<file path="src/core/dma_pkg.sv">
/*
  Shared constants of the channel table controller and its host end.
  Assumes a 32-bit word memory and at most eight channels.
*/
package dma_pkg;

  // ****************************************
  // Table layout
  // ****************************************
  localparam int          CH_N        = 8;
  localparam int          CH_W        = 3;
  localparam int          TABLE_BYTES = 256;
  localparam int          ALIGN_W     = 8;
  localparam int          ALT_BIT     = 7;
  localparam int          CH_LSB      = 4;
  localparam logic [3:0]  OFS_SRC     = 4'h0;
  localparam logic [3:0]  OFS_DST     = 4'h4;
  localparam logic [3:0]  OFS_CFG     = 4'h8;
  localparam logic [3:0]  OFS_UNUSED  = 4'hC;
  localparam logic [7:0]  ALT_OFFSET  = 8'h80;

  // ****************************************
  // Configuration word fields
  // ****************************************
  localparam int          MODE_LSB    = 0;
  localparam int          MODE_W      = 3;
  localparam int          UB_BIT      = 3;
  localparam int          N_LSB       = 4;
  localparam int          N_W         = 10;
  localparam int          RP_LSB      = 14;
  localparam int          RP_W        = 4;
  localparam logic [3:0]  RP_CAP      = 4'hA;
  localparam logic [2:0]  MODE_STOP   = 3'h0;
  localparam logic [2:0]  MODE_BASIC  = 3'h1;
  localparam logic [2:0]  MODE_PSG_PRI = 3'h6;
  localparam logic [2:0]  MODE_PSG_ALT = 3'h7;
  localparam logic [10:0] COPY_XFERS  = 11'h004;
  localparam logic [1:0]  COPY_SKIP_K = 2'h3;

  // ****************************************
  // Device register indices
  // ****************************************
  localparam logic [2:0]  REG_PRI_BASE = 3'h0;
  localparam logic [2:0]  REG_ALT_BASE = 3'h1;
  localparam logic [2:0]  REG_CHEN_SET = 3'h2;
  localparam logic [2:0]  REG_CHEN_CLR = 3'h3;
  localparam logic [2:0]  REG_ERR      = 3'h4;

  // ****************************************
  // Host software map
  // ****************************************
  localparam int          MEM_WORDS    = 1024;
  localparam int          REG_SEL_BIT  = 12;
  localparam logic [3:0]  IDX_DEV_LAST = 4'h4;
  localparam logic [3:0]  IDX_DONE_REC = 4'h8;
  localparam logic [1:0]  RESP_OKAY    = 2'h0;
  localparam logic [1:0]  RESP_SLVERR  = 2'h2;

endpackage : dma_pkg

</file>
<file path="src/core/dma_link_if.sv">
/*
  Link between the table controller and its host end.
  Assumes both ends run on one common clock.
*/
`timescale 1ns/100ps
interface dma_link_if #(parameter int CH_N = dma_pkg::CH_N);
  logic            reg_we;
  logic            reg_re;
  logic [2:0]      reg_addr;
  logic [31:0]     reg_wdata;
  logic [31:0]     reg_rdata;
  logic            mem_req;
  logic            mem_we;
  logic [31:0]     mem_addr;
  logic [31:0]     mem_wdata;
  logic [31:0]     mem_rdata;
  logic            mem_ack;
  logic            mem_err;
  logic [CH_N-1:0] dma_req;
  logic [CH_N-1:0] dma_done;
  logic            dma_err;

  modport device (
    input  reg_we, reg_re, reg_addr, reg_wdata, mem_rdata, mem_ack,
    input  mem_err, dma_req,
    output reg_rdata, mem_req, mem_we, mem_addr, mem_wdata, dma_done,
    output dma_err
  );
  modport host (
    output reg_we, reg_re, reg_addr, reg_wdata, mem_rdata, mem_ack,
    output mem_err, dma_req,
    input  reg_rdata, mem_req, mem_we, mem_addr, mem_wdata, dma_done,
    input  dma_err
  );
endinterface : dma_link_if

</file>
<file path="src/core/dma_device_end.sv">
/*
  Channel table controller: table fetch, peripheral scatter-gather,
  basic cycles, done pulses and bus error handling.
  Assumes the host end answers each memory access with ack or err.
*/
`timescale 1ns/100ps
module dma_device_end #(
  parameter int CH_N = dma_pkg::CH_N
) (
  input  wire logic  CLK_I,
  input  wire logic  RST_I,
  dma_link_if.device LINK,
  output logic       ACTIVE_O
);

  // ****************************************
  // Parameter check
  // ****************************************
  if (CH_N < 1 || CH_N > (1 << dma_pkg::CH_W)) begin : g_bad_ch
    $error("CH_N must lie between 1 and 8");
  end

  typedef enum logic [2:0] {
    S_ARB, S_RD_SRC, S_RD_DST, S_RD_CFG, S_XFER_RD, S_XFER_WR, S_WB_CFG
  } state_t;

  state_t          state_r;
  logic [31:0]     base_r;
  logic [CH_N-1:0] chen_r;
  logic [CH_N-1:0] chen_nxt;
  logic [CH_N-1:0] alt_sel_r;
  logic [CH_N-1:0] alt_sel_nxt;
  logic [CH_N-1:0] done_r;
  logic            err_r;
  logic [2:0]      ch_r;
  logic            alt_r;
  logic            copy_r;
  logic [31:0]     src_r;
  logic [31:0]     dst_r;
  logic [31:0]     cfg_r;
  logic [31:0]     data_r;
  logic [10:0]     rem_r;
  logic [10:0]     grp_r;
  logic [1:0]      k_r;
  logic [2:0]      pick;
  logic            found;

  // ****************************************
  // Arbitration, lowest channel wins
  // ****************************************
  always_comb begin
    found = 1'b0;
    pick  = 3'h0;
    for (int i = CH_N - 1; i >= 0; i--) begin
      if (chen_r[i] && LINK.dma_req[i]) begin
        found = 1'b1;
        pick  = 3'(i);
      end
    end
  end

  // ****************************************
  // Decode of fetched and current fields
  // ****************************************
  wire [2:0]  rd_mode  = LINK.mem_rdata[dma_pkg::MODE_LSB +: dma_pkg::MODE_W];
  wire [9:0]  rd_n     = LINK.mem_rdata[dma_pkg::N_LSB +: dma_pkg::N_W];
  wire [3:0]  rd_rp    = LINK.mem_rdata[dma_pkg::RP_LSB +: dma_pkg::RP_W];
  wire [2:0]  cur_mode = cfg_r[dma_pkg::MODE_LSB +: dma_pkg::MODE_W];
  wire [10:0] grp_load = (rd_rp >= dma_pkg::RP_CAP) ? 11'h400 :
                         (11'h001 << rd_rp);
  wire [10:0] rem_m1   = rem_r - 11'h001;
  wire [31:0] back     = {19'h00000, rem_m1, 2'b00};
  wire        ack      = LINK.mem_ack && state_r != S_ARB;
  wire        bus_err  = LINK.mem_err && state_r != S_ARB;
  wire        skip_wr  = copy_r && k_r == dma_pkg::COPY_SKIP_K;
  wire        last_xfr = rem_r == 11'h001 || grp_r == 11'h001;
  wire        cfg_stop = ack && state_r == S_RD_CFG &&
                         rd_mode == dma_pkg::MODE_STOP;
  wire        wb_done  = ack && state_r == S_WB_CFG;
  wire        task_end = wb_done && !copy_r && rem_r == 11'h000;
  wire        fin_done = task_end && cur_mode != dma_pkg::MODE_PSG_ALT;
  wire [CH_N-1:0] ch_oh = CH_N'(1) << ch_r;

  // ****************************************
  // Table and data addressing
  // ****************************************
  wire [3:0]  elem     = (state_r == S_RD_SRC) ? dma_pkg::OFS_SRC :
                         (state_r == S_RD_DST) ? dma_pkg::OFS_DST :
                         dma_pkg::OFS_CFG;
  wire [31:0] tbl_addr = {base_r[31:dma_pkg::ALIGN_W], alt_r, ch_r,
                          elem};
  wire [31:0] cpy_addr = {base_r[31:dma_pkg::ALIGN_W], 1'b1, ch_r, k_r,
                          2'b00};
  wire [31:0] src_addr = src_r - back;
  wire [31:0] dst_addr = copy_r ? cpy_addr : dst_r - back;
  wire [9:0]  n_new    = (rem_r == 11'h000) ? 10'h000 : rem_m1[9:0];
  wire [2:0]  mode_new = (rem_r == 11'h000) ? dma_pkg::MODE_STOP :
                         cur_mode;
  wire [31:0] cfg_new  = {cfg_r[31:dma_pkg::RP_LSB], n_new,
                          cfg_r[dma_pkg::UB_BIT], mode_new};

  assign LINK.mem_req   = state_r != S_ARB;
  assign LINK.mem_we    = state_r == S_XFER_WR ||
                          state_r == S_WB_CFG;
  assign LINK.mem_addr  = (state_r == S_XFER_RD) ? src_addr :
                          (state_r == S_XFER_WR) ? dst_addr : tbl_addr;
  assign LINK.mem_wdata = (state_r == S_WB_CFG) ? cfg_new : data_r;
  assign LINK.dma_done  = done_r;
  assign LINK.dma_err   = err_r;
  assign ACTIVE_O       = state_r != S_ARB;

  // ****************************************
  // Register port
  // ****************************************
  wire        wr_base = LINK.reg_we && LINK.reg_addr == dma_pkg::REG_PRI_BASE;
  wire        wr_set  = LINK.reg_we && LINK.reg_addr == dma_pkg::REG_CHEN_SET;
  wire        wr_clr  = LINK.reg_we && LINK.reg_addr == dma_pkg::REG_CHEN_CLR;
  wire        wr_err  = LINK.reg_we && LINK.reg_addr == dma_pkg::REG_ERR;
  wire [31:0] pri_rd  = {base_r[31:dma_pkg::ALIGN_W], 8'h00};
  wire [31:0] alt_rd  = {base_r[31:dma_pkg::ALIGN_W],
                         dma_pkg::ALT_OFFSET};
  wire [31:0] chen_rd = 32'(chen_r);

  assign LINK.reg_rdata =
    (LINK.reg_addr == dma_pkg::REG_PRI_BASE) ? pri_rd  :
    (LINK.reg_addr == dma_pkg::REG_ALT_BASE) ? alt_rd  :
    (LINK.reg_addr == dma_pkg::REG_CHEN_SET ||
     LINK.reg_addr == dma_pkg::REG_CHEN_CLR) ? chen_rd :
    (LINK.reg_addr == dma_pkg::REG_ERR)      ? {31'h00000000, err_r} :
    32'h00000000;

  // ****************************************
  // Channel enable and structure select
  // ****************************************
  wire kill_en = bus_err || fin_done ||
                 (cfg_stop && !alt_r);
  wire alt_clr = bus_err || task_end || (cfg_stop && alt_r);
  wire alt_set = wb_done && copy_r;

  assign chen_nxt = (chen_r | (wr_set ? LINK.reg_wdata[CH_N-1:0] : '0)) &
                    ~(wr_clr ? LINK.reg_wdata[CH_N-1:0] : '0) &
                    ~(kill_en ? ch_oh : '0);
  assign alt_sel_nxt = (alt_sel_r | (alt_set ? ch_oh : '0)) &
                       ~(alt_clr ? ch_oh : '0);

  always_ff @(posedge CLK_I) begin
    if (RST_I) begin
      base_r    <= 32'h00000000;
      chen_r    <= '0;
      alt_sel_r <= '0;
      done_r    <= '0;
      err_r     <= 1'b0;
    end else begin
      if (wr_base) begin
        base_r <= LINK.reg_wdata;
      end
      chen_r    <= chen_nxt;
      alt_sel_r <= alt_sel_nxt;
      done_r    <= fin_done ? ch_oh : '0;
      err_r     <= bus_err || (err_r && !wr_err);
    end
  end

  // ****************************************
  // Sequencer
  // ****************************************
  always_ff @(posedge CLK_I) begin
    if (RST_I) begin
      state_r <= S_ARB;
      ch_r    <= 3'h0;
      alt_r   <= 1'b0;
      copy_r  <= 1'b0;
      src_r   <= 32'h00000000;
      dst_r   <= 32'h00000000;
      cfg_r   <= 32'h00000000;
      data_r  <= 32'h00000000;
      rem_r   <= 11'h000;
      grp_r   <= 11'h000;
      k_r     <= 2'h0;
    end else if (bus_err) begin
      state_r <= S_ARB;
    end else begin
      unique case (state_r)
        S_ARB: begin
          if (found) begin
            ch_r    <= pick;
            alt_r   <= alt_sel_r[pick];
            state_r <= S_RD_SRC;
          end
        end
        S_RD_SRC: begin
          if (ack) begin
            src_r   <= LINK.mem_rdata;
            state_r <= S_RD_DST;
          end
        end
        S_RD_DST: begin
          if (ack) begin
            dst_r   <= LINK.mem_rdata;
            state_r <= S_RD_CFG;
          end
        end
        S_RD_CFG: begin
          if (ack) begin
            cfg_r  <= LINK.mem_rdata;
            rem_r  <= {1'b0, rd_n} + 11'h001;
            k_r    <= 2'h0;
            copy_r <= !alt_r && rd_mode == dma_pkg::MODE_PSG_PRI;
            grp_r  <= (!alt_r && rd_mode == dma_pkg::MODE_PSG_PRI) ?
                      dma_pkg::COPY_XFERS : grp_load;
            state_r <= cfg_stop ? S_ARB : S_XFER_RD;
          end
        end
        S_XFER_RD: begin
          if (ack) begin
            data_r <= LINK.mem_rdata;
            if (skip_wr) begin
              rem_r   <= rem_m1;
              grp_r   <= grp_r - 11'h001;
              k_r     <= k_r + 2'h1;
              state_r <= last_xfr ? S_WB_CFG : S_XFER_RD;
            end else begin
              state_r <= S_XFER_WR;
            end
          end
        end
        S_XFER_WR: begin
          if (ack) begin
            rem_r   <= rem_m1;
            grp_r   <= grp_r - 11'h001;
            k_r     <= k_r + 2'h1;
            state_r <= last_xfr ? S_WB_CFG : S_XFER_RD;
          end
        end
        S_WB_CFG: begin
          if (ack) begin
            if (copy_r) begin
              alt_r   <= 1'b1;
              copy_r  <= 1'b0;
              state_r <= S_RD_SRC;
            end else begin
              state_r <= S_ARB;
            end
          end
        end
      endcase
    end
  end

endmodule : dma_device_end

</file>
<file path="src/flat_wrapper.sv">
// flat-port wrapper written by rule: the top's interface ports become plain ports
module dma_device_end_flat 
#(
  parameter int CH_N = dma_pkg::CH_N
)
  (CLK_I, RST_I, ACTIVE_O, LINK_reg_we, LINK_reg_re, LINK_reg_addr, LINK_reg_wdata, LINK_mem_rdata, LINK_mem_ack, LINK_mem_err, LINK_dma_req, LINK_reg_rdata, LINK_mem_req, LINK_mem_we, LINK_mem_addr, LINK_mem_wdata, LINK_dma_done, LINK_dma_err);
  dma_link_if #(.CH_N(CH_N)) LINK_i ();
  input  wire logic CLK_I;
  input  wire logic RST_I;
  output logic ACTIVE_O;
  input wire logic [$bits(LINK_i.reg_we)-1:0] LINK_reg_we;
  input wire logic [$bits(LINK_i.reg_re)-1:0] LINK_reg_re;
  input wire logic [$bits(LINK_i.reg_addr)-1:0] LINK_reg_addr;
  input wire logic [$bits(LINK_i.reg_wdata)-1:0] LINK_reg_wdata;
  input wire logic [$bits(LINK_i.mem_rdata)-1:0] LINK_mem_rdata;
  input wire logic [$bits(LINK_i.mem_ack)-1:0] LINK_mem_ack;
  input wire logic [$bits(LINK_i.mem_err)-1:0] LINK_mem_err;
  input wire logic [$bits(LINK_i.dma_req)-1:0] LINK_dma_req;
  output wire logic [$bits(LINK_i.reg_rdata)-1:0] LINK_reg_rdata;
  output wire logic [$bits(LINK_i.mem_req)-1:0] LINK_mem_req;
  output wire logic [$bits(LINK_i.mem_we)-1:0] LINK_mem_we;
  output wire logic [$bits(LINK_i.mem_addr)-1:0] LINK_mem_addr;
  output wire logic [$bits(LINK_i.mem_wdata)-1:0] LINK_mem_wdata;
  output wire logic [$bits(LINK_i.dma_done)-1:0] LINK_dma_done;
  output wire logic [$bits(LINK_i.dma_err)-1:0] LINK_dma_err;
  assign LINK_i.reg_we = LINK_reg_we;
  assign LINK_i.reg_re = LINK_reg_re;
  assign LINK_i.reg_addr = LINK_reg_addr;
  assign LINK_i.reg_wdata = LINK_reg_wdata;
  assign LINK_i.mem_rdata = LINK_mem_rdata;
  assign LINK_i.mem_ack = LINK_mem_ack;
  assign LINK_i.mem_err = LINK_mem_err;
  assign LINK_i.dma_req = LINK_dma_req;
  assign LINK_reg_rdata = LINK_i.reg_rdata;
  assign LINK_mem_req = LINK_i.mem_req;
  assign LINK_mem_we = LINK_i.mem_we;
  assign LINK_mem_addr = LINK_i.mem_addr;
  assign LINK_mem_wdata = LINK_i.mem_wdata;
  assign LINK_dma_done = LINK_i.dma_done;
  assign LINK_dma_err = LINK_i.dma_err;
  dma_device_end #(.CH_N(CH_N)) u_core (.CLK_I(CLK_I), .RST_I(RST_I), .LINK(LINK_i), .ACTIVE_O(ACTIVE_O));
endmodule
</file>
<file path="config.mk">
export PLATFORM = sky130hd
export DESIGN_NAME = dma_device_end_flat
export DESIGN_NICKNAME = d
export VERILOG_FILES = /design/src/core/dma_pkg.sv /design/src/core/dma_link_if.sv /design/src/core/dma_device_end.sv /design/src/flat_wrapper.sv
export SDC_FILE = /design/constraint.sdc
export NUM_CORES = 1
export LEC_CHECK = 0
export ABC_AREA = 1
export BUFFER_PORTS_ARGS = -buffer_cell sky130_fd_sc_hd__buf_2
export CORE_ASPECT_RATIO = 1.2
export CORE_MARGIN = 4
export CORE_UTILIZATION = 45
export DETAILED_ROUTE_END_ITERATION = 8
export MAX_ROUTING_LAYER = met4
export PLACE_DENSITY = 0.66
export REMOVE_ABC_BUFFERS = 1
export SKIP_LAST_GASP = 1
export SLEW_MARGIN = 20
export SYNTH_ARGS = -nofsm -noshare
export SYNTH_HDL_FRONTEND = slang
export SYNTH_SLANG_ARGS = --single-unit
export TNS_END_PERCENT = 50
</file>
<file path="constraint.sdc">
create_clock -name CLK_I -period 4.4 [get_ports CLK_I]
set_input_delay 0.22 -clock CLK_I [delete_from_list [all_inputs] [get_ports CLK_I]]
set_output_delay 0.22 -clock CLK_I [all_outputs]
set_load 0.01 [all_outputs]
</file>
==> results of run 1 <==
## placed cells by master, fill, tap and decap left out, types with 14 or more instances in the layout
cell type / Yosys / routed
nand2_1: 305 / 305
nor2_1: 272 / 272
o21ai_0: 219 / 219
inv_1: 205 / 204
dfxtp_1: 199 / 199
buf_2: 6 / 187
a21oi_1: 158 / 158
nand3_1: 96 / 96
nor3_1: 36 / 36
a211oi_1: 25 / 25
ha_1: 22 / 22
nand2_2: 20 / 20
nand4_1: 19 / 19
clkbuf_16: 0 / 17
xor2_1: 16 / 15
nor2_2: 15 / 15
inv_2: 14 / 14
## worst register-to-register path: cells and delay by family, from the launching register on
kind	cells	cell delay, ns
buffers and inverters	1	0.79
AND/OR/NAND/NOR	5	1.28
flip-flops	1	0.38
AO/OA/AOI/OAI	2	0.41
## area by class of cell
type	instances	area, um^2	area share
sequential	199	3980	0.296
clock inverter	10	109	0.00808
multi-input combinational	1318	6640	0.493
clock buffer	22	474	0.0352
timing repair buffer	199	1030	0.0764
tap	330	413	0.0306
inverter	220	827	0.0614
## per-layer routing
| layer | track usage | vias up | share of wire |
|---|---|---|---|
| li1 | - | 6244 | - |
| met1 | 0.359 | 5588 | 0.47 |
| met2 | 0.413 | 381 | 0.46 |
| met3 | 0.0308 | 43 | 0.056 |
| met4 | 0.0662 | 0 | 0.019 |
| met5 | - | - | 0 |
## per-stage QoR
step / cell area, um^2 / utilization / power [mW] / hold WS [ns]
4_1_cts: 13500 / 0.525 / 5.74 / 0.0356
3_3_place_gp: 12900 / 0.503 / 4.14 / 0.454
3_5_place_dp: 12900 / 0.503 / 4.16 / 0.459
5_1_grt: 13500 / 0.526 / 6.13 / 0.0529
6_report: 13500 / 0.526 / 5.73 / 0.0511
2_1_floorplan: 11400 / - / 3.61 / 0.289
## sequential cells by signal, summed over array words and instances (netlist names)
signal	flops
u_core.copy_r	1
u_core.alt_sel_r	8
u_core.data_r	32
u_core.cfg_r	22
u_core.dst_r	32
u_core.ch_r	3
u_core.chen_r	8
u_core.base_r	24
u_core.alt_r	1
u_core.LINK.dma_done	8
u_core.k_r	2
u_core.rem_r	11
u_core.grp_r	11
u_core.state_r	3
u_core.LINK.dma_err	1
u_core.src_r	32
## power by group through the flow
stage	Clock, mW	Combinational, mW	Sequential, mW
2_1_floorplan	0	1.51	2.10
3_3_place_gp	0	2.00	2.14
3_5_place_dp	0	2.02	2.14
4_1_cts	1.60	2.03	2.10
5_1_grt	1.67	2.34	2.13
6_report	1.57	2.05	2.11
## path summary, 6_finish.rpt
check,slack [ns],cells after the start,start,end
worst max-delay path,0.40,17,u_core.rem_r[0],LINK_mem_addr[13]
worst min-delay path,0.05,3,LINK_reg_wdata[28],u_core.base_r[28]
worst max register to register,1.49,8,u_core.state_r[0],u_core.grp_r[1]
worst min register to register,0.47,2,u_core.grp_r[10],u_core.grp_r[10]
## timing repair
item / CTS / global route
endpoints found under the setup margin: 0 / 1
hold buffers: 0 / 0
gates resized for setup: 0 / 1
endpoints found under the hold margin: 0 / 0
## cells by family (layout without fill, tap and decap cells)
| family | count (synthesis) | count (layout) | share of synthesized area |
|---|---|---|---|
| AND/OR/NAND/NOR | 807 | 807 | 0.305 |
| AO/OA/AOI/OAI | 462 | 462 | 0.215 |
| buffers and inverters | 295 | 451 | 0.0954 |
| flip-flops | 199 | 199 | 0.340 |
| XOR/XNOR | 25 | 25 | 0.0187 |
| adder cells (fa/ha/maj) | 24 | 24 | 0.0269 |
==> flow_summary.yaml, run 1 <==
setup_path:
  slowest_stage: "xnor2_1"
  crit_path_start_kind: "register"
  path_delay_family: "simple AND/OR/NAND/NOR gates"
  worst_path_largest_cell_delay_ns: 0.45
  endpoint_kind: "output port"
  crit_fanout: 7
  path_buf_inv: 3
  critPathArrivalTime_ns: 3.78
  crit_top_cell: "nand2_1"
  worst-setup-path-type: "register to output port"
  crit_chain: "inv_1 > ha_1 > xnor2_1 > ha_1 > nand2_1 > nand2_1 > a31oi_1 > o21ai_0 > nand2_1 > nand2_2 > nand2_4 > inv_2 > nor2_4 > xor2_1 > nand2_1 > nand2_1 > buf_2"
  required_ns: 4.18
drt:
  ant_nets: 0
  wl_um: 37400
  route.detailed.drc: 0
  routedWlPerCell_um: 16.3
  drtIter0Drc: 955
  dr.pass1.iters: 6
  avgViaCountPerCell: 5.33
  via_count: 12300
die:
  rows: 64
  die_h_um: 185
  start_util: 0.458
  dieArea_mm2: 0.0287
  die_w_um: 155
  io_pins: 189
  core-area_mm2: 0.0256
power:
  p_clk_frac: 0.275
  peakVddDrop_uv: 258
  powerDensity_mw_per_mm2: 425
  comb_power_share: 0.357
  intPower_mw: 3.50
  seqPwrFrac: 0.368
  switching_share: 0.388
  cellLeakagePower_nw: 6.53
  switching_power_mw: 2.22
sta:
  fin_skew_ns: 0.0114
  setup_viol: 0
  period_needed_ns: 4.00
  drv_slew: 0
  setup_ws_ns: 0.397
  hold_violations: 0
  fin_setup_tns_ns: 0
  fin_crit_sh: 0.910
  slew_headroom: 0.293
  max_freq_mhz: 250
  rsz0062_at_grt: "false"
  worst_pin_slew_ns: 1.06
status:
  status: "completed"
flow_run:
  timing.max_cap.violations: 0
clock_network:
  cts.path.max_buffers: 2
  htreeDepth: 4
  clkSinkCount: 199
  clkLatencyLatePin_ns: 0.44
  path_clk_slew_ns: 0.08
  cts_root_buf: "clkbuf_16"
  cts_buffers: 17
  cts_tree: "done"
  post_cts_buffers: 0
cells_and_area:
  diodes: 0
  drive_above_1_share: 0.159
  synthToLayoutAreaGrowth_pct: 14.9
  fillers: 2638
  final_nets: 2060
  instances_no_fill: 2298
logic_synthesis:
  synth_area_leaders: "dfxtp_1 (34%), nand2_1 (9.8%), o21ai_0 (9.3%), nor2_1 (8.7%), a21oi_1 (6.7%)"
  synth_edf_count: 0
  synth-seq-cells: 199
  netlist_area_mm2: 0.0117
  async_reset_ff_frac: 0
  synth_area_leader_cell: "dfxtp_1"
  synth_top_area_frac: 0.340
  syn_area_per_cell_um2: 6.47
  synth_commonest_cells: "nand2_1 (305), nor2_1 (272), o21ai_0 (219)"
  netlist_instances: 1812
  yosysWarnings: 0
  synth_cell_types: 54
  ys.flop_type: "dfxtp_1"
  ys_seq_area_frac: 0.340
  yosysMostFrequentCell: "nand2_1"
grt:
  grt_pass1_vias: 11400
  grt_pass1_wl_um: 59300
  grt-ovfl-total: 0
  grt_use_total: 0.262
  antenna_found_initial: 0
  grt_max_degree: 131
placement:
  gp_congestion: 0.964
  hpwl_um: 27800
  pre_cts_slack_ns: 0.821
  portBuffers: 187
  dpl.cell_count: 2266
worst_hold_path:
  hold_class: "primary input to register"
Note: power is estimated with default switching activity, not from simulation.
==> run 2: changes to the inputs <==
Settings changed: CORE_UTILIZATION 45 to 55, GPL_ROUTABILITY_DRIVEN set to 1, PLACE_DENSITY 0.66 to 0.78.
Clock period 4.4 ns to 4.1 ns, I/O delays scaled along.
==> flow_summary.yaml, run 2 (synthesis gave the netlist of run 1 again) <==
clock_network:
  cts_resized: 0
  cts_buffers: 17
  cts_tree: "done"
  cts.path.max_buffers: 2
  postCtsHoldBufs: 0
  cts_root_buf: "clkbuf_16"
  post_cts_buffers: 0
  htreeDepth: 4
  path_clk_slew_ns: 0.08
  clkSinkCount: 199
  clkLatencyLatePin_ns: 0.44
drt:
  dr.pass1.iters: 6
  ant_nets: 0
  avgViaCountPerCell: 5.57
  route.detailed.drc: 0
  wl_um: 36100
  routedWlPerCell_um: 16.1
  drtIter0Drc: 1051
  via_count: 12500
sta:
  worst_pin_slew_ns: 0.997
  slew_headroom: 0.335
  fin_crit_sh: 0.947
  max_freq_mhz: 258
  period_needed_ns: 3.88
  fin_setup_tns_ns: 0
  setup_viol: 0
  setup_ws_ns: 0.218
  hold_violations: 0
  rsz0062_at_grt: "false"
  fin_skew_ns: 0.0154
  drv_slew: 0
setup_path:
  worst-setup-path-type: "register to output port"
  crit_fanout: 7
  worst_path_largest_cell_delay_ns: 0.40
  path_delay_family: "simple AND/OR/NAND/NOR gates"
  critPathArrivalTime_ns: 3.68
  endpoint_kind: "output port"
  required_ns: 3.89
  crit_chain: "inv_2 > ha_1 > nand2_4 > inv_2 > nand2_1 > xor2_1 > inv_1 > ha_1 > nand2_1 > inv_1 > nand4_1 > nand4_1 > nand2_1 > nand2_2 > nand2_4 > nand2_2 > inv_2 > nor2_1 > o21ai_1 > o21ai_1 > buf_2"
  slowest_stage: "dfxtp_1"
  reg2reg_slack_ns: 1.06
  crit_path_start_kind: "register"
  path_buf_inv: 6
die:
  die_w_um: 141
  core-area_mm2: 0.0210
  io_pins: 189
  rows: 58
  start_util: 0.559
  die_h_um: 168
  dieArea_mm2: 0.0237
placement:
  placed_area_mm2: 0.0128
  hpwl_um: 26900
  pre_cts_slack_ns: 0.555
  gp_congestion: 0.957
  portBuffers: 187
status:
  status: "completed"
cells_and_area:
  final_cell_mix: "nand2_1 (304), nor2_1 (272), o21ai_0 (218)"
  diodes: 0
  final_common_cell: "nand2_1"
  finalInstanceArea_mm2: 0.0135
  synthToLayoutAreaGrowth_pct: 14.7
  fin_util: 0.641
  drive_above_1_share: 0.163
  final_nets: 2060
  top_regs: "u_core.data_r: 32 flops, u_core.dst_r: 32 flops, u_core.src_r: 32 flops"
power:
  peakVddDrop_uv: 309
  cellLeakagePower_nw: 6.56
  powerDensity_mw_per_mm2: 456
grt:
  antenna_found_initial: 0
  grt_pass1_wl_um: 57800
  grt-ovfl-total: 0
  grt_max_degree: 128
  grt_pass1_vias: 11500
  grt_use_total: 0.306
worst_hold_path:
  hold_class: "primary input to register"
flow_run:
  timing.max_cap.violations: 0
-- run 2: cell count changes in the layout (fill, tap and decap cells not counted), sizes merged --
cell and delta:
inv +1, clkinvlp -2, bufinv -1, clkbuf -5, clkinv +7
-- run 2: power by group --
part	leakage, nW	switching [mW]	internal [mW]	total, mW
clock network	0.289	0.849	0.816	1.67
registers	1.61	0.166	2.10	2.27
logic	4.66	1.43	0.764	2.20
-- run 2: routing by layer --
| metal | up-vias | GRT usage | share of wire |
|---|---|---|---|
| li1 | 6249 | - | - |
| met1 | 5700 | 0.407 | 0.44 |
| met2 | 434 | 0.481 | 0.46 |
| met3 | 75 | 0.0375 | 0.066 |
| met4 | 0 | 0.110 | 0.030 |
| met5 | - | - | 0 |
-- run 2: layout make-up --
type,instances,area (um^2)
clock buffers,17,425
fillers,2016,7520
flip-flops and latches,199,3980
multi-input cells,1318,6690
clock inverters,15,155
inverters,220,827
well taps,270,338
repair buffers,199,1040
-- run 2: path summary, 6_finish.rpt --
kind | startpoint | endpoint | cells past startpoint
setup / recovery | u_core.rem_r[0] | LINK_mem_addr[15] | 21
hold / removal | LINK_reg_wdata[28] | u_core.base_r[28] | 3
setup reg to reg | u_core.state_r[0] | u_core.rem_r[9] | 8
hold reg to reg | u_core.grp_r[10] | u_core.grp_r[10] | 2
-- run 2: tightest hold or removal path: stages --
cell     delay (ns)
buf_2          0.07
o21ai_0        0.07
a21oi_1        0.10
-- run 2: through the flow --
stage                     instances  hold slack, ns  power [mW]
after global routing           2238          0.0521        6.54
after CTS                      2238          0.0359        6.10
final                          2238          0.0437        6.13
after detailed placement       2206           0.466        4.45
after global placement         2206           0.453        4.41
after floorplan                1737           0.274        3.87
